### config.mk
export PLATFORM = sky130hd
export DESIGN_NAME = supply_supervisor_watchdog
export DESIGN_NICKNAME = d
export VERILOG_FILES = /design/src/hdl/supervisor_pkg.sv /design/src/hdl/supply_supervisor_watchdog.sv
export SDC_FILE = /design/constraint.sdc
export NUM_CORES = 1
export LEC_CHECK = 0
export BUFFER_PORTS_ARGS = -buffer_cell sky130_fd_sc_hd__buf_2
export CAP_MARGIN = 15
export CORE_UTILIZATION = 50
export CTS_CLUSTER_DIAMETER = 60
export DETAILED_ROUTE_END_ITERATION = 8
export PLACE_DENSITY = 0.67
export SLEW_MARGIN = 15
export SYNTH_ARGS = -nofsm -noshare
export SYNTH_HDL_FRONTEND = slang
export SYNTH_SLANG_ARGS = --single-unit
### constraint.sdc
create_clock -name clk -period 3.26 [get_ports clk]
set_input_delay 0.163 -clock clk [delete_from_list [all_inputs] [get_ports clk]]
set_output_delay 0.163 -clock clk [all_outputs]
set_load 0.05 [all_outputs]
### src/hdl/supervisor_pkg.sv
// Constants for the supply supervisor and watchdog block.
// Assumes a single 125 MHz clock; all analogue comparators arrive as digital levels.
package supervisor_pkg;

   // ---------------------------------------------------------------
   // Clock and counter sizing
   // ---------------------------------------------------------------
   localparam int unsigned CLK_KHZ   = 125000;
   localparam int unsigned CLK_MHZ   = 125;
   localparam int unsigned CNT_W     = 27;

   // ---------------------------------------------------------------
   // Times in their own units and derived cycle counts
   // ---------------------------------------------------------------
   localparam int unsigned RESET_HOLD_MS  = 150;
   localparam int unsigned WDOG_SHORT_MS  = 150;
   localparam int unsigned WDOG_MID_MS    = 400;
   localparam int unsigned WDOG_LONG_MS   = 800;
   localparam int unsigned DEBOUNCE_MS    = 10;
   localparam int unsigned LOWLINE_DLY_NS = 200;

   localparam int unsigned RESET_HOLD_CYC = RESET_HOLD_MS * CLK_KHZ;
   localparam int unsigned WDOG_SHORT_CYC = WDOG_SHORT_MS * CLK_KHZ;
   localparam int unsigned WDOG_MID_CYC   = WDOG_MID_MS * CLK_KHZ;
   localparam int unsigned WDOG_LONG_CYC  = WDOG_LONG_MS * CLK_KHZ;
   localparam int unsigned DEBOUNCE_CYC   = DEBOUNCE_MS * CLK_KHZ;
   // Least time: round up to whole cycles
   localparam int unsigned LOWLINE_DLY_CYC = (LOWLINE_DLY_NS * CLK_MHZ + 999) / 1000;

   // ---------------------------------------------------------------
   // Period select encodings {hi, lo} and reset values
   // ---------------------------------------------------------------
   localparam logic [1:0] SEL_SHORT   = 2'h2;
   localparam logic [1:0] SEL_MID     = 2'h1;
   localparam logic [1:0] SEL_LONG    = 2'h0;
   localparam logic [1:0] SEL_OFF     = 2'h3;
   localparam logic [1:0] SEL_RESET   = SEL_OFF;

   // ---------------------------------------------------------------
   // Supervisor states
   // ---------------------------------------------------------------
   typedef enum logic [2:0] {
      ST_HOLD  = 3'h1,
      ST_RUN   = 3'h2,
      ST_DELAY = 3'h4
   } sup_state_e;

endpackage : supervisor_pkg

### src/hdl/supply_supervisor_watchdog.sv
// Supply supervisor: reset generation, second supply monitor, supply selector and watchdog.
// Assumes all inputs synchronous to clk; comparator results come in as levels.
// Function
// Watchdog period from select bits: 10=150ms, 01=400ms, 00=800ms.
// Select bits both one disable the watchdog and hold the fault inactive.
// After power-up reset stays asserted until main supply is good for hold period.
// Main supply drop asserts reset; release only after hold period of good supply.
// Serial bus activity is ignored while main supply is below trip.
// Second supply fail output follows the second monitor input.
// Second monitor not evaluated when both main and backup are at or below trip.
// Start then first falling clock edge restarts watchdog; expiry drives the fault.
// Start is data falling while clock high; no command is framed before one.
// Period bits are non-volatile; host writes change them and they persist.
// Factory value of the period bits disables the watchdog.
// Backup mode stops and clears the watchdog count; resumes when mains return.
// Below trip, selector takes mains above battery+30mV, battery below battery-30mV.
// Mains-selected status output is low while mains feeds the switched output.
// Mains below trip and below battery: backup mode, reset held, no communication.
// Manual reset low asserts reset, held for hold period after release.
// Manual reset input is debounced internally.
// Reset assertion follows low-supply indication by a short delay on power-down.
`timescale 1ns/100ps
`default_nettype none

module supply_supervisor_watchdog #(
   parameter int unsigned HOLD_CYC  = supervisor_pkg::RESET_HOLD_CYC,
   parameter int unsigned SHORT_CYC = supervisor_pkg::WDOG_SHORT_CYC,
   parameter int unsigned MID_CYC   = supervisor_pkg::WDOG_MID_CYC,
   parameter int unsigned LONG_CYC  = supervisor_pkg::WDOG_LONG_CYC,
   parameter int unsigned DEB_CYC   = supervisor_pkg::DEBOUNCE_CYC
) (
   input  wire logic clk,
   input  wire logic rstn,
   input  wire logic main_monitor_in,
   input  wire logic backup_supply_ok,
   input  wire logic mains_above_batt,
   input  wire logic mains_below_batt,
   input  wire logic second_monitor_in,
   input  wire logic manual_reset_n,
   input  wire logic scl_in,
   input  wire logic sda_in,
   input  wire logic nv_sel_hi,
   input  wire logic nv_sel_lo,
   input  wire logic period_wr,
   input  wire logic period_wr_hi,
   input  wire logic period_wr_lo,
   output var  logic reset_n,
   output var  logic second_supply_fail_n,
   output var  logic watchdog_fault_n,
   output var  logic mains_selected_n,
   output var  logic backup_mode,
   output var  logic frame_active,
   output var  logic wdog_period_sel_hi,
   output var  logic wdog_period_sel_lo
);

   localparam int unsigned W = supervisor_pkg::CNT_W;

   // ---------------------------------------------------------------
   // Declarations
   // ---------------------------------------------------------------
   supervisor_pkg::sup_state_e st;
   supervisor_pkg::sup_state_e next_st;
   logic [W-1:0] hold_cnt;
   logic [W-1:0] lr_cnt;
   logic [W-1:0] deb_cnt;
   logic [W-1:0] wd_cnt;
   logic         mr_clean;
   logic         sel_mains;
   logic         next_sel;
   logic         backup;
   logic         main_ok;
   logic         v2_eval;
   logic         scl_q;
   logic         sda_q;
   logic         start;
   logic         stop;
   logic         armed;
   logic         kick;
   logic         loaded;
   logic [1:0]   sel;
   logic         wd_on;

   // Period lookup shared by the counter and its checks
   function automatic logic [W-1:0] wdog_limit(input logic [1:0] s);
      logic [W-1:0] r;
      r = W'(LONG_CYC - 1);
      unique case (s)
         supervisor_pkg::SEL_SHORT: r = W'(SHORT_CYC - 1);
         supervisor_pkg::SEL_MID:   r = W'(MID_CYC - 1);
         supervisor_pkg::SEL_LONG:  r = W'(LONG_CYC - 1);
         supervisor_pkg::SEL_OFF:   r = W'(LONG_CYC - 1);
      endcase
      return r;
   endfunction : wdog_limit

   assign main_ok = main_monitor_in;
   assign sel     = {wdog_period_sel_hi, wdog_period_sel_lo};
   assign wd_on   = (sel != supervisor_pkg::SEL_OFF);
   assign v2_eval = main_ok | backup_supply_ok;

   // ---------------------------------------------------------------
   // Manual reset debounce
   // ---------------------------------------------------------------
   // A change must persist for the whole window before it is accepted
   always_ff @(posedge clk or negedge rstn) begin
      if (!rstn) begin
         mr_clean <= 1'b1;
         deb_cnt  <= '0;
      end else if (manual_reset_n == mr_clean) begin
         deb_cnt <= '0;
      end else if (deb_cnt == W'(DEB_CYC - 1)) begin
         mr_clean <= manual_reset_n;
         deb_cnt  <= '0;
      end else begin
         deb_cnt <= deb_cnt + 1'b1;
      end
   end

   // ---------------------------------------------------------------
   // Supply selector
   // ---------------------------------------------------------------
   // Between the two thresholds the previous choice is kept, giving hysteresis
   always_comb begin
      next_sel = sel_mains;
      if (main_ok)
         next_sel = 1'b1;
      else if (mains_above_batt)
         next_sel = 1'b1;
      else if (mains_below_batt)
         next_sel = 1'b0;
   end

   assign backup = !main_ok && !next_sel;

   always_ff @(posedge clk or negedge rstn) begin
      if (!rstn) begin
         sel_mains        <= 1'b1;
         mains_selected_n <= 1'b0;
         backup_mode      <= 1'b0;
      end else begin
         sel_mains        <= next_sel;
         mains_selected_n <= !next_sel;
         backup_mode      <= backup;
      end
   end

   // ---------------------------------------------------------------
   // Reset state machine
   // ---------------------------------------------------------------
   always_comb begin
      next_st = st;
      unique case (st)
         supervisor_pkg::ST_HOLD: begin
            if (main_ok && mr_clean && hold_cnt == W'(HOLD_CYC - 1))
               next_st = supervisor_pkg::ST_RUN;
         end
         supervisor_pkg::ST_RUN: begin
            if (!mr_clean)
               next_st = supervisor_pkg::ST_HOLD;
            else if (!main_ok)
               next_st = supervisor_pkg::ST_DELAY;
         end
         supervisor_pkg::ST_DELAY: begin
            if (!mr_clean || lr_cnt == W'(supervisor_pkg::LOWLINE_DLY_CYC - 1))
               next_st = supervisor_pkg::ST_HOLD;
         end
         default: next_st = supervisor_pkg::ST_HOLD;
      endcase
   end

   always_ff @(posedge clk or negedge rstn) begin
      if (!rstn) begin
         st      <= supervisor_pkg::ST_HOLD;
         reset_n <= 1'b0;
      end else begin
         st      <= next_st;
         reset_n <= (next_st != supervisor_pkg::ST_HOLD);
      end
   end

   // Hold count restarts on any dip so the full period follows the last good edge
   always_ff @(posedge clk or negedge rstn) begin
      if (!rstn)
         hold_cnt <= '0;
      else if (st != supervisor_pkg::ST_HOLD || !main_ok || !mr_clean)
         hold_cnt <= '0;
      else if (hold_cnt != W'(HOLD_CYC - 1))
         hold_cnt <= hold_cnt + 1'b1;
   end

   always_ff @(posedge clk or negedge rstn) begin
      if (!rstn)
         lr_cnt <= '0;
      else if (st == supervisor_pkg::ST_DELAY)
         lr_cnt <= lr_cnt + 1'b1;
      else
         lr_cnt <= '0;
   end

   // ---------------------------------------------------------------
   // Second supply monitor
   // ---------------------------------------------------------------
   // Unpowered comparator: the last valid answer is kept
   always_ff @(posedge clk or negedge rstn) begin
      if (!rstn)
         second_supply_fail_n <= 1'b0;
      else if (v2_eval)
         second_supply_fail_n <= second_monitor_in;
   end

   // ---------------------------------------------------------------
   // Serial bus start and stop detection
   // ---------------------------------------------------------------
   assign start = main_ok && scl_in && scl_q && sda_q && !sda_in;
   assign stop  = scl_in && scl_q && !sda_q && sda_in;
   assign kick  = armed && scl_q && !scl_in && main_ok;

   always_ff @(posedge clk or negedge rstn) begin
      if (!rstn) begin
         scl_q <= 1'b1;
         sda_q <= 1'b1;
      end else begin
         scl_q <= scl_in;
         sda_q <= sda_in;
      end
   end

   always_ff @(posedge clk or negedge rstn) begin
      if (!rstn)
         armed <= 1'b0;
      else if (!main_ok || kick)
         armed <= 1'b0;
      else if (start)
         armed <= 1'b1;
   end

   always_ff @(posedge clk or negedge rstn) begin
      if (!rstn)
         frame_active <= 1'b0;
      else if (!main_ok || stop)
         frame_active <= 1'b0;
      else if (start)
         frame_active <= 1'b1;
   end

   // ---------------------------------------------------------------
   // Period select bits
   // ---------------------------------------------------------------
   // The outside store is read once after reset release, then written back through the outputs
   always_ff @(posedge clk or negedge rstn) begin
      if (!rstn) begin
         loaded             <= 1'b0;
         wdog_period_sel_hi <= supervisor_pkg::SEL_RESET[1];
         wdog_period_sel_lo <= supervisor_pkg::SEL_RESET[0];
      end else if (!loaded) begin
         loaded             <= 1'b1;
         wdog_period_sel_hi <= nv_sel_hi;
         wdog_period_sel_lo <= nv_sel_lo;
      end else if (period_wr && main_ok) begin
         wdog_period_sel_hi <= period_wr_hi;
         wdog_period_sel_lo <= period_wr_lo;
      end
   end

   // ---------------------------------------------------------------
   // Watchdog counter
   // ---------------------------------------------------------------
   // Fault stays until the next restart or until the select bits switch the watchdog off; a period change takes effect on the next count
   always_ff @(posedge clk or negedge rstn) begin
      if (!rstn) begin
         wd_cnt           <= '0;
         watchdog_fault_n <= 1'b1;
      end else if (!wd_on) begin
         wd_cnt           <= '0;
         watchdog_fault_n <= 1'b1;
      end else if (backup) begin
         wd_cnt <= '0;
      end else if (kick) begin
         wd_cnt           <= '0;
         watchdog_fault_n <= 1'b1;
      end else if (wd_cnt >= wdog_limit(sel)) begin
         watchdog_fault_n <= 1'b0;
      end else begin
         wd_cnt <= wd_cnt + 1'b1;
      end
   end

   // ---------------------------------------------------------------
   // Assertions
   // ---------------------------------------------------------------
   localparam int LR_MAX = 30;
endmodule : supply_supervisor_watchdog

`default_nettype wire

Word-level counts from Yosys, hierarchy flattened --
Index checks and enable logic that the tools add are counted.
Storage, ports and cells: flip-flop bits (word level) 125, input port bits 15, output and inout port bits 8, word-level logic and storage cells 108
Operators by class: add/sub/neg operators 4, $lt $le $gt $ge 1, equality and inequality tests 18, muxes and demuxes 32, bitwise logic cells 2, reductions and logical operators 32
Operators by type and width (number):
- 27-bit two-way mux | 12
- 27-bit by 1-bit adder with 27-bit output (second input constant) | 4
- 27-bit one-hot mux with 3 select lines | 1
- 27-bit by 21-bit == test with 1-bit output (second input constant) | 1
- 27-bit by 25-bit == test with 1-bit output (second input constant) | 1
- 27-bit by 5-bit == test with 1-bit output (second input constant) | 1
- 27-bit >= comparator | 1
- 27-bit by 25-bit inequality test with 1-bit output (second input constant) | 1
- 1-bit logical AND | 14
- 1-bit two-way mux | 14
- 3-bit two-way mux | 4
- 3-bit one-hot mux with 3 select lines | 1
- 1-bit logical NOT | 6
- 3-bit by 1-bit inequality test with 1-bit output (second input constant) | 2
- 2-bit nonzero test | 3
- 1-bit logical OR | 5
- 2-bit == test (second input constant) | 2
- 2-bit inequality test (second input constant) | 2
- 4-bit inequality test (second input constant) | 1
- 2-bit AND reduction | 2
- 3-bit by 1-bit == test with 1-bit output (second input constant) | 1
- 3-bit by 2-bit == test with 1-bit output (second input constant) | 1
- 3-bit == test (second input constant) | 1
- 3-bit by 2-bit inequality test with 1-bit output (second input constant) | 1
- other kinds (7) | 7

Longest topological paths before layout --
word-level depth 12, gate-level depth with buffers 13, mapped depth without buffers 10

Worst setup path before layout --
Ideal clock, no wire load.
path type reg2reg, from register wdog_period_sel_hi, to register wd_cnt[1], library setup time 0.095 ns, arrival time 3.030 ns, data required time 3.165 ns, slack 0.134 ns, cell stages (with the launch flop) 13, path buffers 2, period minus slack after synthesis 3.126 ns, cells stage by stage dfstp_2 > inv_1 > ha_1 > inv_1 > ha_1 > and3_1 > o2111ai_1 > o41a_1 > nand2_1 > clkbuf_1 > buf_4 > o211ai_1 > o31ai_1
Between the ends: word-level cells in the longest chain between the ends 8, elaborated cells between the ends (all ways) 13, classes of those cells 1 x order compare; 5 x eq/ne; 5 x mux; 2 x reduce/logical
RTL lines:
- start: declaration | RTL line supply_supervisor_watchdog.sv:53 | output var logic wdog_period_sel_hi,
- start signal: assignment | RTL line supply_supervisor_watchdog.sv:254 | wdog_period_sel_hi <= supervisor_pkg::SEL_RESET[1];
- start signal: assignment | RTL line supply_supervisor_watchdog.sv:258 | wdog_period_sel_hi <= nv_sel_hi;
- start signal: assignment | RTL line supply_supervisor_watchdog.sv:261 | wdog_period_sel_hi <= period_wr_hi;
- 2-bit == test / 2-bit logical NOT (equally long branches) | RTL line supply_supervisor_watchdog.sv:88 | unique case (s)
- 2-bit OR reduction (no line)
- 27-bit one-hot mux with 3 select lines | RTL line supply_supervisor_watchdog.sv:88
- 27-bit two-way mux | RTL line supply_supervisor_watchdog.sv:279 | end else if (kick) begin
- 27-bit two-way mux | RTL line supply_supervisor_watchdog.sv:277 | end else if (backup) begin
- 27-bit two-way mux | RTL line supply_supervisor_watchdog.sv:274 | end else if (!wd_on) begin
- 27-bit >= comparator | RTL line supply_supervisor_watchdog.sv:282 | end else if (wd_cnt >= wdog_limit(sel)) begin
- 4-bit inequality test (no line)
- end signal: assignment | RTL line supply_supervisor_watchdog.sv:285 | wd_cnt <= wd_cnt + 1'b1;
- end: declaration | RTL line supply_supervisor_watchdog.sv:67 | logic [W-1:0] wd_cnt;
Several ways; a longest one is shown, not always the timed one. The select of a mux whose other input is x is not followed. A chain may end at the register's enable or synchronous reset.

Worst setup path after layout --
from register wdog_period_sel_hi, to register wd_cnt[23]
Same word-level chain as after synthesis.

==> flow_metrics.env <==
export IMPL_clk_pin_slew_ns=0.06
export IMPL_start_util=0.512
export IMPL_synth_seq_area_share=0.459
export IMPL_finalSetupTns_ns=0
export IMPL_grt_total_usage=0.224
export IMPL_fillers=1163
export IMPL_rows=42
export IMPL_fmaxAchievable_mhz=327
export IMPL_grt_pass1_vias=5347
export IMPL_outcome="finished, final reports clean"
export IMPL_synth_area_um2=6780
export IMPL_hold_viol_final=0
export IMPL_dr_pass1_iters=6
export IMPL_synth_top_area_frac=0.428
export IMPL_ctsResizeCount=0
export IMPL_hold_buffers=6
export IMPL_ant_nets=0
export IMPL_min_path_cells=2
export IMPL_syn_nets=763
export IMPL_num_nets_final=792
export IMPL_swShare=0.223
export IMPL_p_comb_frac=0.055
export IMPL_irDropWorstVdd_mv=0.297
export IMPL_hold_slack_ns=0.0231
export IMPL_startpoint_type="flip-flop"
export IMPL_cp_data_required_time_ns=3.56
export IMPL_drc_errors=0
export IMPL_cts_max_level=4
export IMPL_antenna_cells=0
export IMPL_drtIter0Drc=320
export IMPL_pwr_share_clk=0.507
export IMPL_reg2reg_from="wdog_period_sel_hi"
export IMPL_area_growth_synth_to_final_pct=13.7
export IMPL_synth_top_area_cell="dfrtp_1"
export IMPL_drv_cap=0
export IMPL_period_needed_ns=3.06
export IMPL_drive_gt1_frac=0.100
export IMPL_antenna_found_initial=0
export IMPL_power_density_nw_per_um2=472
export IMPL_hold_path_class="input pin to flip-flop"
export IMPL_synth_distinct_cells=54
export IMPL_avgSynthCellArea_um2=9.31
export IMPL_async_reset_ff_frac=1.00
export IMPL_post_cts_setup_buffers=0
export IMPL_yosys_top_cells_area="dfrtp_1 43%, nor2_1 5.4%, xnor2_1 4.8%"
export IMPL_cts_buffer_depth=2
export IMPL_ys_ff_latch=124
export IMPL_yosys_warnings=0
export IMPL_dp_hpwl_mm=9.82
export IMPL_wl_per_cell_um=15.4
export IMPL_min_from="manual_reset_n"
export IMPL_p_leak_nw=3.10
export IMPL_syn_inst=728
export IMPL_grt_max_degree=61
export IMPL_register_area_um2=3110
export IMPL_p_switching_w=0.000810
export IMPL_dieArea_um2=14000
export IMPL_cts_buffers=17
export IMPL_cts_root_buf="clkbuf_16"
export IMPL_cts_tree="yes"
export IMPL_wirelength_mm=14.5
export IMPL_avgViaCountPerCell=5.83
export IMPL_p_seq_frac=0.437
export IMPL_synth_commonest_cells="116 x dfrtp_1, 98 x nor2_1, 50 x nand2_1, 42 x a21oi_1, 38 x nand3_1"
export IMPL_worstPathArrival_ns=3.36
export IMPL_skew_ns=0.00858
export IMPL_min_period_over_period=0.939
export IMPL_end_kind="flip-flop"
export IMPL_ios=23
export IMPL_grt_pass1_wl_mm=25.2
export IMPL_clock_sinks=124
export IMPL_gr_total_overflow=0
export IMPL_maxSlewViolCount=0
export IMPL_multi_input_area_um2=3430
export IMPL_gp_congestion=0.870
export IMPL_worstPathMaxFanout=36
export IMPL_via_count=5514
export IMPL_intPower_w=0.00283
export IMPL_portBuffers=22
export IMPL_slew_headroom=0.420
export IMPL_core_area_um2=13200
export IMPL_criticalPathCategory="flip-flop to flip-flop"
export IMPL_r2r_cells=11
export IMPL_clkLatencyLatePin_ns=0.41
export IMPL_finalSetupViolCount=0
export IMPL_synth_most_common_cell="dfrtp_1"
export IMPL_die_h_um=118
export IMPL_synth_edf_count=0
export IMPL_worst_pin_slew_ns=0.864
export IMPL_synth_ff_type="dfrtp_1"
export IMPL_die_w_um=118
export IMPL_rsz0062_at_grt="no"
export IMPL_crit_path_start="wdog_period_sel_hi"
[state kept, by name, indices dropped and copies added (netlist names), 3 cells and up]
name      flops
deb_cnt      27
lr_cnt       27
st            3
wd_cnt       27
hold_cnt     27
[power groups by stage]
stage	combinational (W)	sequential [W]	clock [W]
floorplan	0.000102	0.00163	0
detailed placement	0.000198	0.00162	0
finish	0.000201	0.00159	0.00185
CTS	0.000205	0.00159	0.00188
global placement	0.000191	0.00161	0
global route	0.000230	0.00159	0.00196
[through the flow]
step,setup slack (ns),instance area (um2),util,total power (W),instances
2_1_floorplan,0.134,6780,-,0.00173,728
3_3_place_gp,0.323,7070,0.534,0.00181,908
3_5_place_dp,0.206,7070,0.534,0.00181,908
4_1_cts,0.193,7700,0.582,0.00368,945
5_1_grt,0.0138,7700,0.582,0.00378,945
6_report,0.197,7700,0.582,0.00364,945
[placed cells by master, fill, tap and decap left out, types with 4 or more instances in the layout]
cell type | Yosys | layout
a21oi_1 | 42 | 42
inv_1 | 26 | 26
or4_1 | 23 | 23
and2_1 | 4 | 4
buf_2 | 2 | 21
and4_1 | 11 | 11
nor2_1 | 98 | 98
xor2_1 | 31 | 31
nor4_1 | 14 | 14
dfstp_2 | 8 | 8
nor3_1 | 22 | 22
buf_4 | 3 | 10
ha_1 | 20 | 20
xnor2_1 | 37 | 37
nand2_1 | 50 | 50
nand4_1 | 25 | 25
nor2b_1 | 5 | 5
nor4b_1 | 6 | 6
nand3b_1 | 4 | 4
and3_1 | 18 | 18
clkbuf_8 | 0 | 4
o21ai_0 | 16 | 16
dfrtp_1 | 116 | 116
clkinv_2 | 0 | 4
o211ai_1 | 4 | 4
or3_1 | 12 | 12
o31ai_1 | 22 | 22
clkbuf_16 | 0 | 17
dlygate4sd3_1 | 0 | 6
nand3_1 | 38 | 38
[cell type report]
cell class	instances	area share
clock buffers	24	0.0638
multi-input cells	550	0.446
repair buffers	38	0.0338
flip-flops and latches	124	0.404
inverters	26	0.0127
well taps	176	0.0286
clock inverters	7	0.0114
[worst max-delay path: stages (launching register included)]
cell and delay (ns):
dfstp_2 0.58, inv_1 0.06, ha_1 0.35, inv_1 0.10
ha_1 0.30, and3_1 0.19, o2111ai_1 0.19, o41a_1 0.24
nand2_1 0.09, buf_12 0.17, nor4bb_1 0.31, mux2_2 0.36
[cell families (layout without fill, tap and decap cells)]
group	after synthesis	count (layout)	synth area share
fa+ha+maj	20	20	0.0369
other cells	1	1	0.000553
simple gates	345	345	0.268
flops	124	124	0.459
mux	5	5	0.00794
xor+xnor	68	68	0.0879
buf+inv	54	95	0.0341
compound gates	111	111	0.106
[routing by layer]
layer | track usage | part of all wire
met3 | 0.0483 | 0.037
met1 | 0.293 | 0.46
met4 | 0.0831 | 0.015
met5 | 0 | 0
met2 | 0.367 | 0.49
[path summary, 6_finish.rpt]
| kind | endpoint | slack [ns] |
|---|---|---|
| worst min-delay path | mr_clean | 0.02 |
| worst min register to register | wdog_period_sel_hi | 0.45 |
| max in group asynchronous | sda_q | 1.89 |
| worst max-delay path | wd_cnt[23] | 0.20 |
| min in group asynchronous | loaded | 0.35 |
| worst max register to register | wd_cnt[23] | 0.20 |
(Power assumes the default switching activity.)
